File: src/core/gev_cfg.svh
// Register offsets, field positions, reset values and rule summary of the GPIO event block.
// What this block does
// RL1 - Unmasked qualifying edge on an IO sets its interrupt-source flag.
// RL2 - Writing one to an interrupt-source flag clears it and the event flag.
// RL3 - Interrupt output returns high once all source flags are clear.
// RL4 - Selected edge sets the event-status flag regardless of the mask.
// RL5 - Writing one to an event flag clears it and the source flag.
// RL6 - Changing an IO's edge sensitivity clears its pending flags.
// RL7 - Source field picks off, external pin, or internal 1MHz oscillator.
// RL8 - Pin direction bit makes the shared oscillator pin input or output.
// RL9 - Output field drives low, high, or oscillator divided by 2^(n-1).
// RL10 - Mask bit zero lets events interrupt; one blocks them.
// RL11 - Two-bit sense code: none, rising, falling, or both edges.
// RL12 - Interrupt output stays low while any source flag is set.
`ifndef GEV_CFG_SVH
`define GEV_CFG_SVH
`define GEV_OFS_MASK     8'h09
`define GEV_OFS_SENSE    8'h0A
`define GEV_OFS_SRC      8'h0B
`define GEV_OFS_EVT      8'h0C
`define GEV_OFS_CLK      8'h0D
`define GEV_RST_MASK     4'hF
`define GEV_RST_SENSE    8'h00
`define GEV_RST_CLK      8'h00
`define GEV_CLK_SRC_HI   6
`define GEV_CLK_SRC_LO   5
`define GEV_CLK_DIR_BIT  4
`define GEV_CLK_DIV_HI   3
`define GEV_CLK_DIV_LO   0
`define GEV_INT_OSC_HZ   1000000
`define GEV_CORE_HZ      100000000
`define GEV_INT_OSC_DIV  (`GEV_CORE_HZ / `GEV_INT_OSC_HZ / 2)
`endif

File: src/core/gev_pkg.sv
// Types shared by the GPIO event block.
package gev_pkg;
  typedef enum logic [1:0] {
    GEV_SRC_OFF,
    GEV_SRC_EXT,
    GEV_SRC_INT,
    GEV_SRC_RSV
  } gev_src_t;
  typedef struct packed {
    logic       wr;
    logic [7:0] addr;
    logic [7:0] wdata;
  } gev_req_t;
endpackage

File: src/core/gev_top.sv
// GPIO event flags, interrupt output and oscillator pin control.
`timescale 1ns/1ps
`default_nettype none
`include "gev_cfg.svh"
module gev_top
  import gev_pkg::*;
(
  // Clock and reset.
  input  wire logic       CORE_CLK_I,
  input  wire logic       SYS_RST_I,
  // Register port, core clock domain.
  input  wire gev_req_t   REQ_I,
  output var  logic [7:0] RDATA_O,
  // IO lines from pins.
  input  wire logic [3:0] IO_I,
  // Interrupt, open drain, active low.
  output var  logic       INTERRUPT_OUT_N_O,
  output var  logic       INTERRUPT_OUT_N_OE_O,
  // Shared oscillator pin.
  input  wire logic       SHARED_OSC_PIN_I,
  output var  logic       SHARED_OSC_PIN_O,
  output var  logic       SHARED_OSC_PIN_OE_O
);
  //--------------------------------------------------------------------
  // Input synchronisers
  //--------------------------------------------------------------------
  logic [3:0] io_s1_r, io_s2_r, io_d_r;
  logic       osc_s1_r, osc_s2_r;
  always_ff @(posedge CORE_CLK_I) begin
    io_s1_r  <= IO_I;
    io_s2_r  <= io_s1_r;
    io_d_r   <= io_s2_r;
    osc_s1_r <= SHARED_OSC_PIN_I;
    osc_s2_r <= osc_s1_r;
  end

  //--------------------------------------------------------------------
  // Edge detection and flags
  //--------------------------------------------------------------------
  function automatic logic edge_hit(input logic [1:0] s, input logic now, input logic old);
    // 01 rising, 10 falling, 11 both, 00 none.
    edge_hit = (s[0] && now && !old) || (s[1] && !now && old);
  endfunction

  logic [3:0] mask_r, mask_nxt, src_r, src_nxt, evt_r, evt_nxt;
  logic [7:0] sense_r, sense_nxt, clk_r, clk_nxt;
  logic [3:0] hit, clr, sense_chg;
  logic       wr_sense;

  always_comb begin
    wr_sense  = REQ_I.wr && REQ_I.addr == `GEV_OFS_SENSE;
    mask_nxt  = mask_r;
    sense_nxt = sense_r;
    clk_nxt   = clk_r;
    clr       = 4'h0;
    sense_chg = 4'h0;
    if (REQ_I.wr) begin
      case (REQ_I.addr)
        `GEV_OFS_MASK:  mask_nxt  = REQ_I.wdata[3:0];
        `GEV_OFS_SENSE: sense_nxt = REQ_I.wdata;
        `GEV_OFS_CLK:   clk_nxt   = {1'b0, REQ_I.wdata[6:0]};
        // RL2 source W1C clears both; upper bits 7:4 ignored.
        `GEV_OFS_SRC:   clr       = REQ_I.wdata[3:0];
        // RL5 event W1C clears both.
        `GEV_OFS_EVT:   clr       = REQ_I.wdata[3:0];
        default:        clr       = 4'h0;
      endcase
    end
    for (int i = 0; i < 4; i++) begin
      // RL11 per-IO sense decode.
      hit[i] = edge_hit(sense_r[2*i+:2], io_s2_r[i], io_d_r[i]);
      // RL6 sense change clears flags.
      sense_chg[i] = wr_sense && (REQ_I.wdata[2*i+:2] != sense_r[2*i+:2]);
    end
    // RL4 events set regardless of mask; set wins over clear.
    evt_nxt = (evt_r & ~(clr | sense_chg)) | hit;
    // RL1 RL10 unmasked events set source flags.
    src_nxt = (src_r & ~(clr | sense_chg)) | (hit & ~mask_r);
  end

  always_ff @(posedge CORE_CLK_I) begin
    if (SYS_RST_I) begin
      mask_r  <= `GEV_RST_MASK;
      sense_r <= `GEV_RST_SENSE;
      clk_r   <= `GEV_RST_CLK;
      src_r   <= 4'h0;
      evt_r   <= 4'h0;
    end else begin
      mask_r  <= mask_nxt;
      sense_r <= sense_nxt;
      clk_r   <= clk_nxt;
      src_r   <= src_nxt;
      evt_r   <= evt_nxt;
    end
  end

  //--------------------------------------------------------------------
  // Read data and interrupt
  //--------------------------------------------------------------------
  logic [7:0] rdata_nxt;
  logic       int_n_nxt;
  always_comb begin
    case (REQ_I.addr)
      `GEV_OFS_MASK:  rdata_nxt = {4'h0, mask_r};
      `GEV_OFS_SENSE: rdata_nxt = sense_r;
      `GEV_OFS_SRC:   rdata_nxt = {4'h0, src_r};
      `GEV_OFS_EVT:   rdata_nxt = {4'h0, evt_r};
      `GEV_OFS_CLK:   rdata_nxt = clk_r;
      default:        rdata_nxt = 8'h00;
    endcase
    // RL3 RL12 low while any source set.
    int_n_nxt = ~|src_r;
  end

  always_ff @(posedge CORE_CLK_I) begin
    if (SYS_RST_I) begin
      RDATA_O              <= 8'h00;
      INTERRUPT_OUT_N_O    <= 1'b0;
      INTERRUPT_OUT_N_OE_O <= 1'b0;
    end else begin
      RDATA_O              <= rdata_nxt;
      INTERRUPT_OUT_N_O    <= 1'b0;
      INTERRUPT_OUT_N_OE_O <= ~int_n_nxt;
    end
  end

  //--------------------------------------------------------------------
  // Oscillator source and output divider
  //--------------------------------------------------------------------
  gev_src_t    src_sel;
  logic [15:0] ocnt_r, ocnt_nxt;
  logic        iosc_r, iosc_nxt, osc_frequency, osc_frequency_prev_r, osc_frequency_rise;
  logic [14:0] div_r, div_nxt;
  logic [3:0]  dsel;
  logic        pin_nxt, oe_nxt;
  always_comb begin
    src_sel = gev_src_t'(clk_r[`GEV_CLK_SRC_HI:`GEV_CLK_SRC_LO]);
    dsel    = clk_r[`GEV_CLK_DIV_HI:`GEV_CLK_DIV_LO];
    ocnt_nxt = ocnt_r + 16'h0001;
    iosc_nxt = iosc_r;
    if (ocnt_r == 16'(`GEV_INT_OSC_DIV - 1)) begin
      ocnt_nxt = 16'h0000;
      iosc_nxt = ~iosc_r;
    end
    // RL7 source select; off and reserved give no clock.
    // A pin driven as output cannot also carry the external clock.
    case (src_sel)
      GEV_SRC_EXT: osc_frequency = osc_s2_r & ~clk_r[`GEV_CLK_DIR_BIT];
      GEV_SRC_INT: osc_frequency = iosc_r;
      default:     osc_frequency = 1'b0;
    endcase
    osc_frequency_rise = osc_frequency && !osc_frequency_prev_r;
    div_nxt = osc_frequency_rise ? div_r + 15'h0001 : div_r;
    // RL9 fixed levels or divide by 2^(n-1).
    case (dsel)
      4'h0:    pin_nxt = 1'b0;
      4'hF:    pin_nxt = 1'b1;
      4'h1:    pin_nxt = osc_frequency;
      default: pin_nxt = div_r[dsel - 4'h2];
    endcase
    // RL8 direction bit drives the pin enable.
    oe_nxt = clk_r[`GEV_CLK_DIR_BIT];
  end

  always_ff @(posedge CORE_CLK_I) begin
    if (SYS_RST_I) begin
      ocnt_r              <= 16'h0000;
      iosc_r              <= 1'b0;
      osc_frequency_prev_r         <= 1'b0;
      div_r               <= 15'h0000;
      SHARED_OSC_PIN_O    <= 1'b0;
      SHARED_OSC_PIN_OE_O <= 1'b0;
    end else begin
      ocnt_r              <= ocnt_nxt;
      iosc_r              <= iosc_nxt;
      osc_frequency_prev_r         <= osc_frequency;
      div_r               <= div_nxt;
      SHARED_OSC_PIN_O    <= pin_nxt;
      SHARED_OSC_PIN_OE_O <= oe_nxt;
    end
  end
endmodule
`default_nettype wire

File: config.mk
export PLATFORM = sky130hd
export DESIGN_NAME = gev_top
export DESIGN_NICKNAME = d
export VERILOG_FILES = /design/src/core/gev_pkg.sv /design/src/core/gev_top.sv
export VERILOG_INCLUDE_DIRS = /design/src /design/src/core
export SDC_FILE = /design/constraint.sdc
export NUM_CORES = 1
export LEC_CHECK = 0
export BUFFER_PORTS_ARGS = -buffer_cell sky130_fd_sc_hd__buf_4
export CAP_MARGIN = 20
export CORE_ASPECT_RATIO = 1.25
export CORE_MARGIN = 2
export CORE_UTILIZATION = 55
export DETAILED_ROUTE_END_ITERATION = 7
export GPL_TIMING_DRIVEN = 1
export HOLD_SLACK_MARGIN = 0.03
export PLACE_DENSITY = 0.75
export SYNTH_ARGS = -nofsm -noshare
export SYNTH_HDL_FRONTEND = slang
export SYNTH_SLANG_ARGS = --single-unit
File: constraint.sdc
create_clock -name CORE_CLK_I -period 2.76 [get_ports CORE_CLK_I]
set_input_delay 0.138 -clock CORE_CLK_I [delete_from_list [all_inputs] [get_ports CORE_CLK_I]]
set_output_delay 0.138 -clock CORE_CLK_I [all_outputs]
set_load 0.01 [all_outputs]
Yosys cells after proc, flatten, opt, wreduce, memory -nomap -nowiden
Cells that the tools add are included.
{"block": "word_totals", "regBits": 85, "inputBits": 24, "wordCells": 96}
{"block": "classes", "addsub": 3, "order_cmp": 1, "eq_ne": 14, "n_mux": 7, "bitwise": 11, "n_reduce_logical": 42}
{"cell": "8-bit by 4-bit == test with 1-bit output, second input constant", "n": 5}
{"cell": "8-bit one-hot mux with 5 select lines", "n": 1}
{"cell": "1-bit logical AND", "n": 22}
{"cell": "16-bit by 1-bit adder with 16-bit output, second input constant", "n": 1}
{"cell": "16-bit by 6-bit == test with 1-bit output, second input constant", "n": 1}
{"cell": "15-bit by 1-bit adder with 15-bit output, second input constant", "n": 1}
{"cell": "4-bit bitwise AND", "n": 3}
{"cell": "4-bit OR", "n": 3}
{"cell": "1-bit zero test", "n": 9}
{"cell": "4-bit two-way mux", "n": 2}
{"cell": "2-bit != test", "n": 4}
{"cell": "4-bit inverter", "n": 2}
{"cell": "2-bit AND reduction", "n": 3}
{"cell": "4-bit by 5-bit less-than comparator with 1-bit output, second input constant", "n": 1}
{"cell": "1-bit binary-select mux with 4-bit select", "n": 1}
{"cell": "4-bit by 1-bit == test with 1-bit output, second input constant", "n": 1}
{"cell": "4-bit == test, second input constant", "n": 1}
{"cell": "4-bit zero test", "n": 1}
{"cell": "1-bit logical OR", "n": 4}
{"cell": "2-bit OR reduction", "n": 2}
{"cell": "4-bit OR reduction", "n": 1}
{"cell": "4-bit by 2-bit subtractor with 4-bit output, second input constant", "n": 1}
{"cell": "1-bit one-hot mux with 3 select lines", "n": 1}
{"cell": "2-bit by 1-bit == test with 1-bit output, second input constant", "n": 1}
{"cell": "5 further kinds", "n": 6}

Depth between registers and ports, before layout
{"block": "depth", "depth_word": 8, "mapped_depth": 8}

Least setup slack after synthesis
No wires, ideal clock.
{"block": "synth_path", "kind": "register -> register", "startpoint": "reg clk_r[1]", "endpoint": "reg SHARED_OSC_PIN_O", "arrival_ns": 1.706, "setup_slack_ns": 0.932, "path_stages_with_launch": 8, "path_buffers": 1, "period_less_slack_ns": 1.828, "cell_sequence": "dfxtp_1 > clkbuf_1 > inv_1 > ha_1 > mux4_2 > nor2_1 > nor3_1 > a221o_1"}
{"block": "synth_via", "elab_chain_len": 4}
{"item": "start: declaration", "line": "gev_top.sv:46", "text": "logic [7:0] sense_r, sense_nxt, clk_r, clk_nxt;"}
{"item": "start signal: assignment", "line": "gev_top.sv:85", "text": "clk_r <= `GEV_RST_CLK;"}
{"item": "start signal: assignment", "line": "gev_top.sv:91", "text": "clk_r <= clk_nxt;"}
{"item": "4-bit by 2-bit subtractor with 4-bit output", "line": "gev_top.sv:159", "text": "default: pin_nxt = div_r[dsel - 4'h2];"}
{"item": "1-bit binary-select mux with 4-bit select", "line": "gev_top.sv:159"}
{"item": "1-bit two-way mux (not written as such)", "line": "gev_top.sv:159"}
{"item": "1-bit one-hot mux with 3 select lines (*)", "line": "gev_top.sv:155", "text": "case (dsel)"}
{"item": "end signal: assignment", "line": "gev_top.sv:178", "text": "SHARED_OSC_PIN_O <= pin_nxt;"}
{"item": "end: declaration", "line": "gev_top.sv:21", "text": "output var logic SHARED_OSC_PIN_O,"}
Mark *: on every way between the ends. The rest lies on a longest branch, timed or not. The select of a mux whose other input is x is not followed.
A chain may end at the register's enable or synchronous reset.

Worst setup path after layout
{"block": "layout_path", "startpoint": "reg clk_r[5]", "endpoint": "reg div_r[14]"}
{"block": "layout_via", "elab_chain_len": 3}
{"item": "2-bit == test or 2-bit by 1-bit == test with 1-bit output (tied branches)", "line": "gev_top.sv:147", "text": "case (src_sel)"}
{"item": "1-bit one-hot mux with 2 select lines (*)", "line": "gev_top.sv:147"}
{"item": "1-bit logical AND (*)", "line": "gev_top.sv:152", "text": "osc_frequency_rise = osc_frequency && !osc_frequency_prev_r;"}
{"item": "end signal: assignment", "line": "gev_top.sv:177", "text": "div_r <= div_nxt;"}
{"item": "end: declaration", "line": "gev_top.sv:133", "text": "logic [14:0] div_r, div_nxt;"}
Mark *: on every way between the ends. The rest lies on a longest branch, timed or not.

==> results.txt <==
Synth warn - 0
Vias - 3,029
Starting density of the core - 56.0%
FFs w/ async S/R, synth - 0%
Clock skew - 0.00910 ns
Crit path DAT - 2.36 ns
Post-route ant nets - 0
Seq. cell area - 0.00170 mm²
Top cells by area, synth - dfxtp_1, mux2i_1, nor2_1
Worst Setup Start Kind - flip-flop
Total Power - 2280 µW
Worst path bufs/invs - 1
Worst slew pin tran - 0.824 ns
DR WL/cell - 14.9 µm
Post-synth top cells - dfxtp_1, nor2_1, o21ai_0
Area Overhead vs Synth - 14.2%
Yosys cell types - 53
NumNets Final - 472
CP endpoint kind - flip-flop
Vias in the first global route - 2,951
Clock Tree Buf Depth - 2
Initial antenna violation count - 0
Cell taking the most area after synthesis - dfxtp_1
PortBufs - 34
Clk sinks - 85
Share of layout cells above drive strength 1 - 15.4%
Worst slack, placed - 0.708 ns
Post-synth EDFFs - 0
Fin crit period - 2.11 ns
Die area - 0.00770 mm²
Final setup margin - 0.652 ns
Max Fclk - 474 MHz
Routed WL - 8020 µm
Max Cap Viol - 0
Clk root buf - clkbuf_8
TritonCTS clock tree - built
GP Congestion - 0.849
Final hold vios - 0
Core area - 0.00689 mm²
Min Hold Slack - 0.0611 ns
H-tree levels - 3
Final Cycle Share - 76.4%
Slowest cell delay on critical path - 0.47 ns
Initial DRC count - 109
Diodes inserted - 0
Num ports - 36
CP top delay family - compound AO/OA/AOI/OAI gates
Synth top area share - 44.1%
Clk slew on worst S/H paths - 0.09 ns
Outcome - finished, final reports clean
Leak - 0.00173 µW
Slew Viols, Final - 0
Max IR drop VDD - 0.315 mV
Multi-input gate area in the final layout - 0.00200 mm²
CTS buffer count - 9
Crit Path Category - flip-flop to flip-flop
# rows - 34
Worst path required time - 3.01 ns
First-pass GRT wire length - 13,600 µm
# DRC - 0
CP Cell Sequence - inv_1, ha_1, a211o_1, nor4_1, mux2_2
Clock Latency Late Sink - 0.36 ns
Most frequent cell after synthesis - dfxtp_1
Post-CTS Setup Repair Bufs - 0
GRT overflow - 0
Syn Std Cell Area - 0.00386 mm²
Main synth FF type - dfxtp_1
Placed instance area - 0.00412 mm²
Die Width - 78.9 µm
Post-synthesis register bit count - 85
Layout fillers - 600
Setup_tns - 0 ns
Hold Crit Class - input port to flip-flop
Mapped Avg Cell Area - 9.45 µm²
Gate count of the mapped netlist - 408
Seq/Total Area, Yosys - 44.1%
PD cells - 518 mW/mm²
Max_slew headroom - 45.0%
DP HPWL - 5580 µm
Final-report setup violation count - 0
Largest net degree at the start of global routing - 64
Net Count, Synth - 438
Critical-path top delay cell - a211o_1
GRT Overall Usage - 22.4%
Design Area, Final - 0.00440 mm²
Die height - 97.6 µm
DR vias/cell - 5.64
Crit path max fanout - 16
RSZ-0062 raised after global routing - false
Pre-antenna DRT Iters - 5
[cell usage in the layout, fill, tap and decap left out, drive strengths merged, types with 3 or more instances in the layout]
cell type	count
nand3b	6
and3	6
buf	35
and3b	3
and4	5
mux4	3
clkbuf	9
nor4	5
mux2i	25
xor2	18
dfxtp	85
nand4	9
ha	6
a21oi	16
inv	16
or3	8
mux2	8
nor3b	4
o32ai	4
a32oi	5
xnor2	6
o21ai	27
nand3	14
nand2	13
nor3	5
dlygate4sd3	7
nor2	56
nand2b	10
nor2b	6
[per-layer routing]
layer | track usage, % | vias up | part of all wire (%)
met3 | 5.11 | 20 | 4.0
met1 | 25.9 | 1412 | 40
li1 | - | 1523 | -
met2 | 38.4 | 74 | 52
met5 | 0 | - | 0
met4 | 10.9 | 0 | 3.6
[stage by stage]
step                instances  utilization (%)
global placement          514             59.8
floorplan                 408                -
detailed placement        514             59.8
CTS                       537             63.9
global route              537             63.9
finish                    537             63.9
[final timing paths]
path	from	endpoint	slack, ns	cells past startpoint
max	clk_r[5]	div_r[14]	0.65	5
min	REQ_I[6]	clk_r[6]	0.06	3
max reg2reg	clk_r[5]	div_r[14]	0.65	5
min reg2reg	io_s1_r[2]	io_s2_r[2]	0.33	0
[power by group]
| part | switching [µW] | internal (µW) | total (µW) |
|---|---|---|---|
| clock | 482 | 440 | 922 |
| sequential | 9.37 | 1240 | 1250 |
| combinational | 57.1 | 50.8 | 108 |
[area by class of cell]
type                            count  area share (%)
Clock buffer                        9            2.81
Clock inverter                      7            1.99
Inverter                           12            1.02
Multi-Input combinational cell    292            45.4
Sequential cell                    85            38.6
Tap cell                           90            2.56
Timing Repair Buffer               42            7.56
[flip-flops by register name, indices dropped and copies added (netlist names)]
signal / cells
io_d_r: 4
osc_frequency_prev_r: 1
mask_r: 4
osc_s1_r: 1
osc_s2_r: 1
ocnt_r: 16
RDATA_O: 8
SHARED_OSC_PIN_OE_O: 1
evt_r: 4
SHARED_OSC_PIN_O: 1
clk_r: 7
io_s2_r: 4
iosc_r: 1
INTERRUPT_OUT_N_OE_O: 1
sense_r: 8
io_s1_r: 4
div_r: 15
src_r: 4
[cells by family after synthesis]
kind of cell               Yosys count  synth area share, %
xor gates and xnor gates            24                 5.45
adders and majority gates            6                 1.95
buffers and inverters               31                 3.99
AOI/OAI and AO/OA                   69                 11.4
muxes                               36                 10.6
DFF                                 85                 44.1
and+or+nand+nor                    156                 22.4
other                                1               0.0972
[worst register-to-register path: stages (launching register included)]
cell	delay (ns)
dfxtp_1	0.39
inv_1	0.07
ha_1	0.36
a211o_1	0.47
nor4_1	0.34
mux2_2	0.37
[repair_timing]
| item | 4_1_cts | 5_1_grt |
|---|---|---|
| hold buffers | 7 | 0 |
| endpoints found under the setup margin | 0 | 0 |
| resized for setup | 0 | 0 |
| endpoints found under the hold margin | 7 | 0 |
Note: power is estimated with default switching activity, not from simulation.
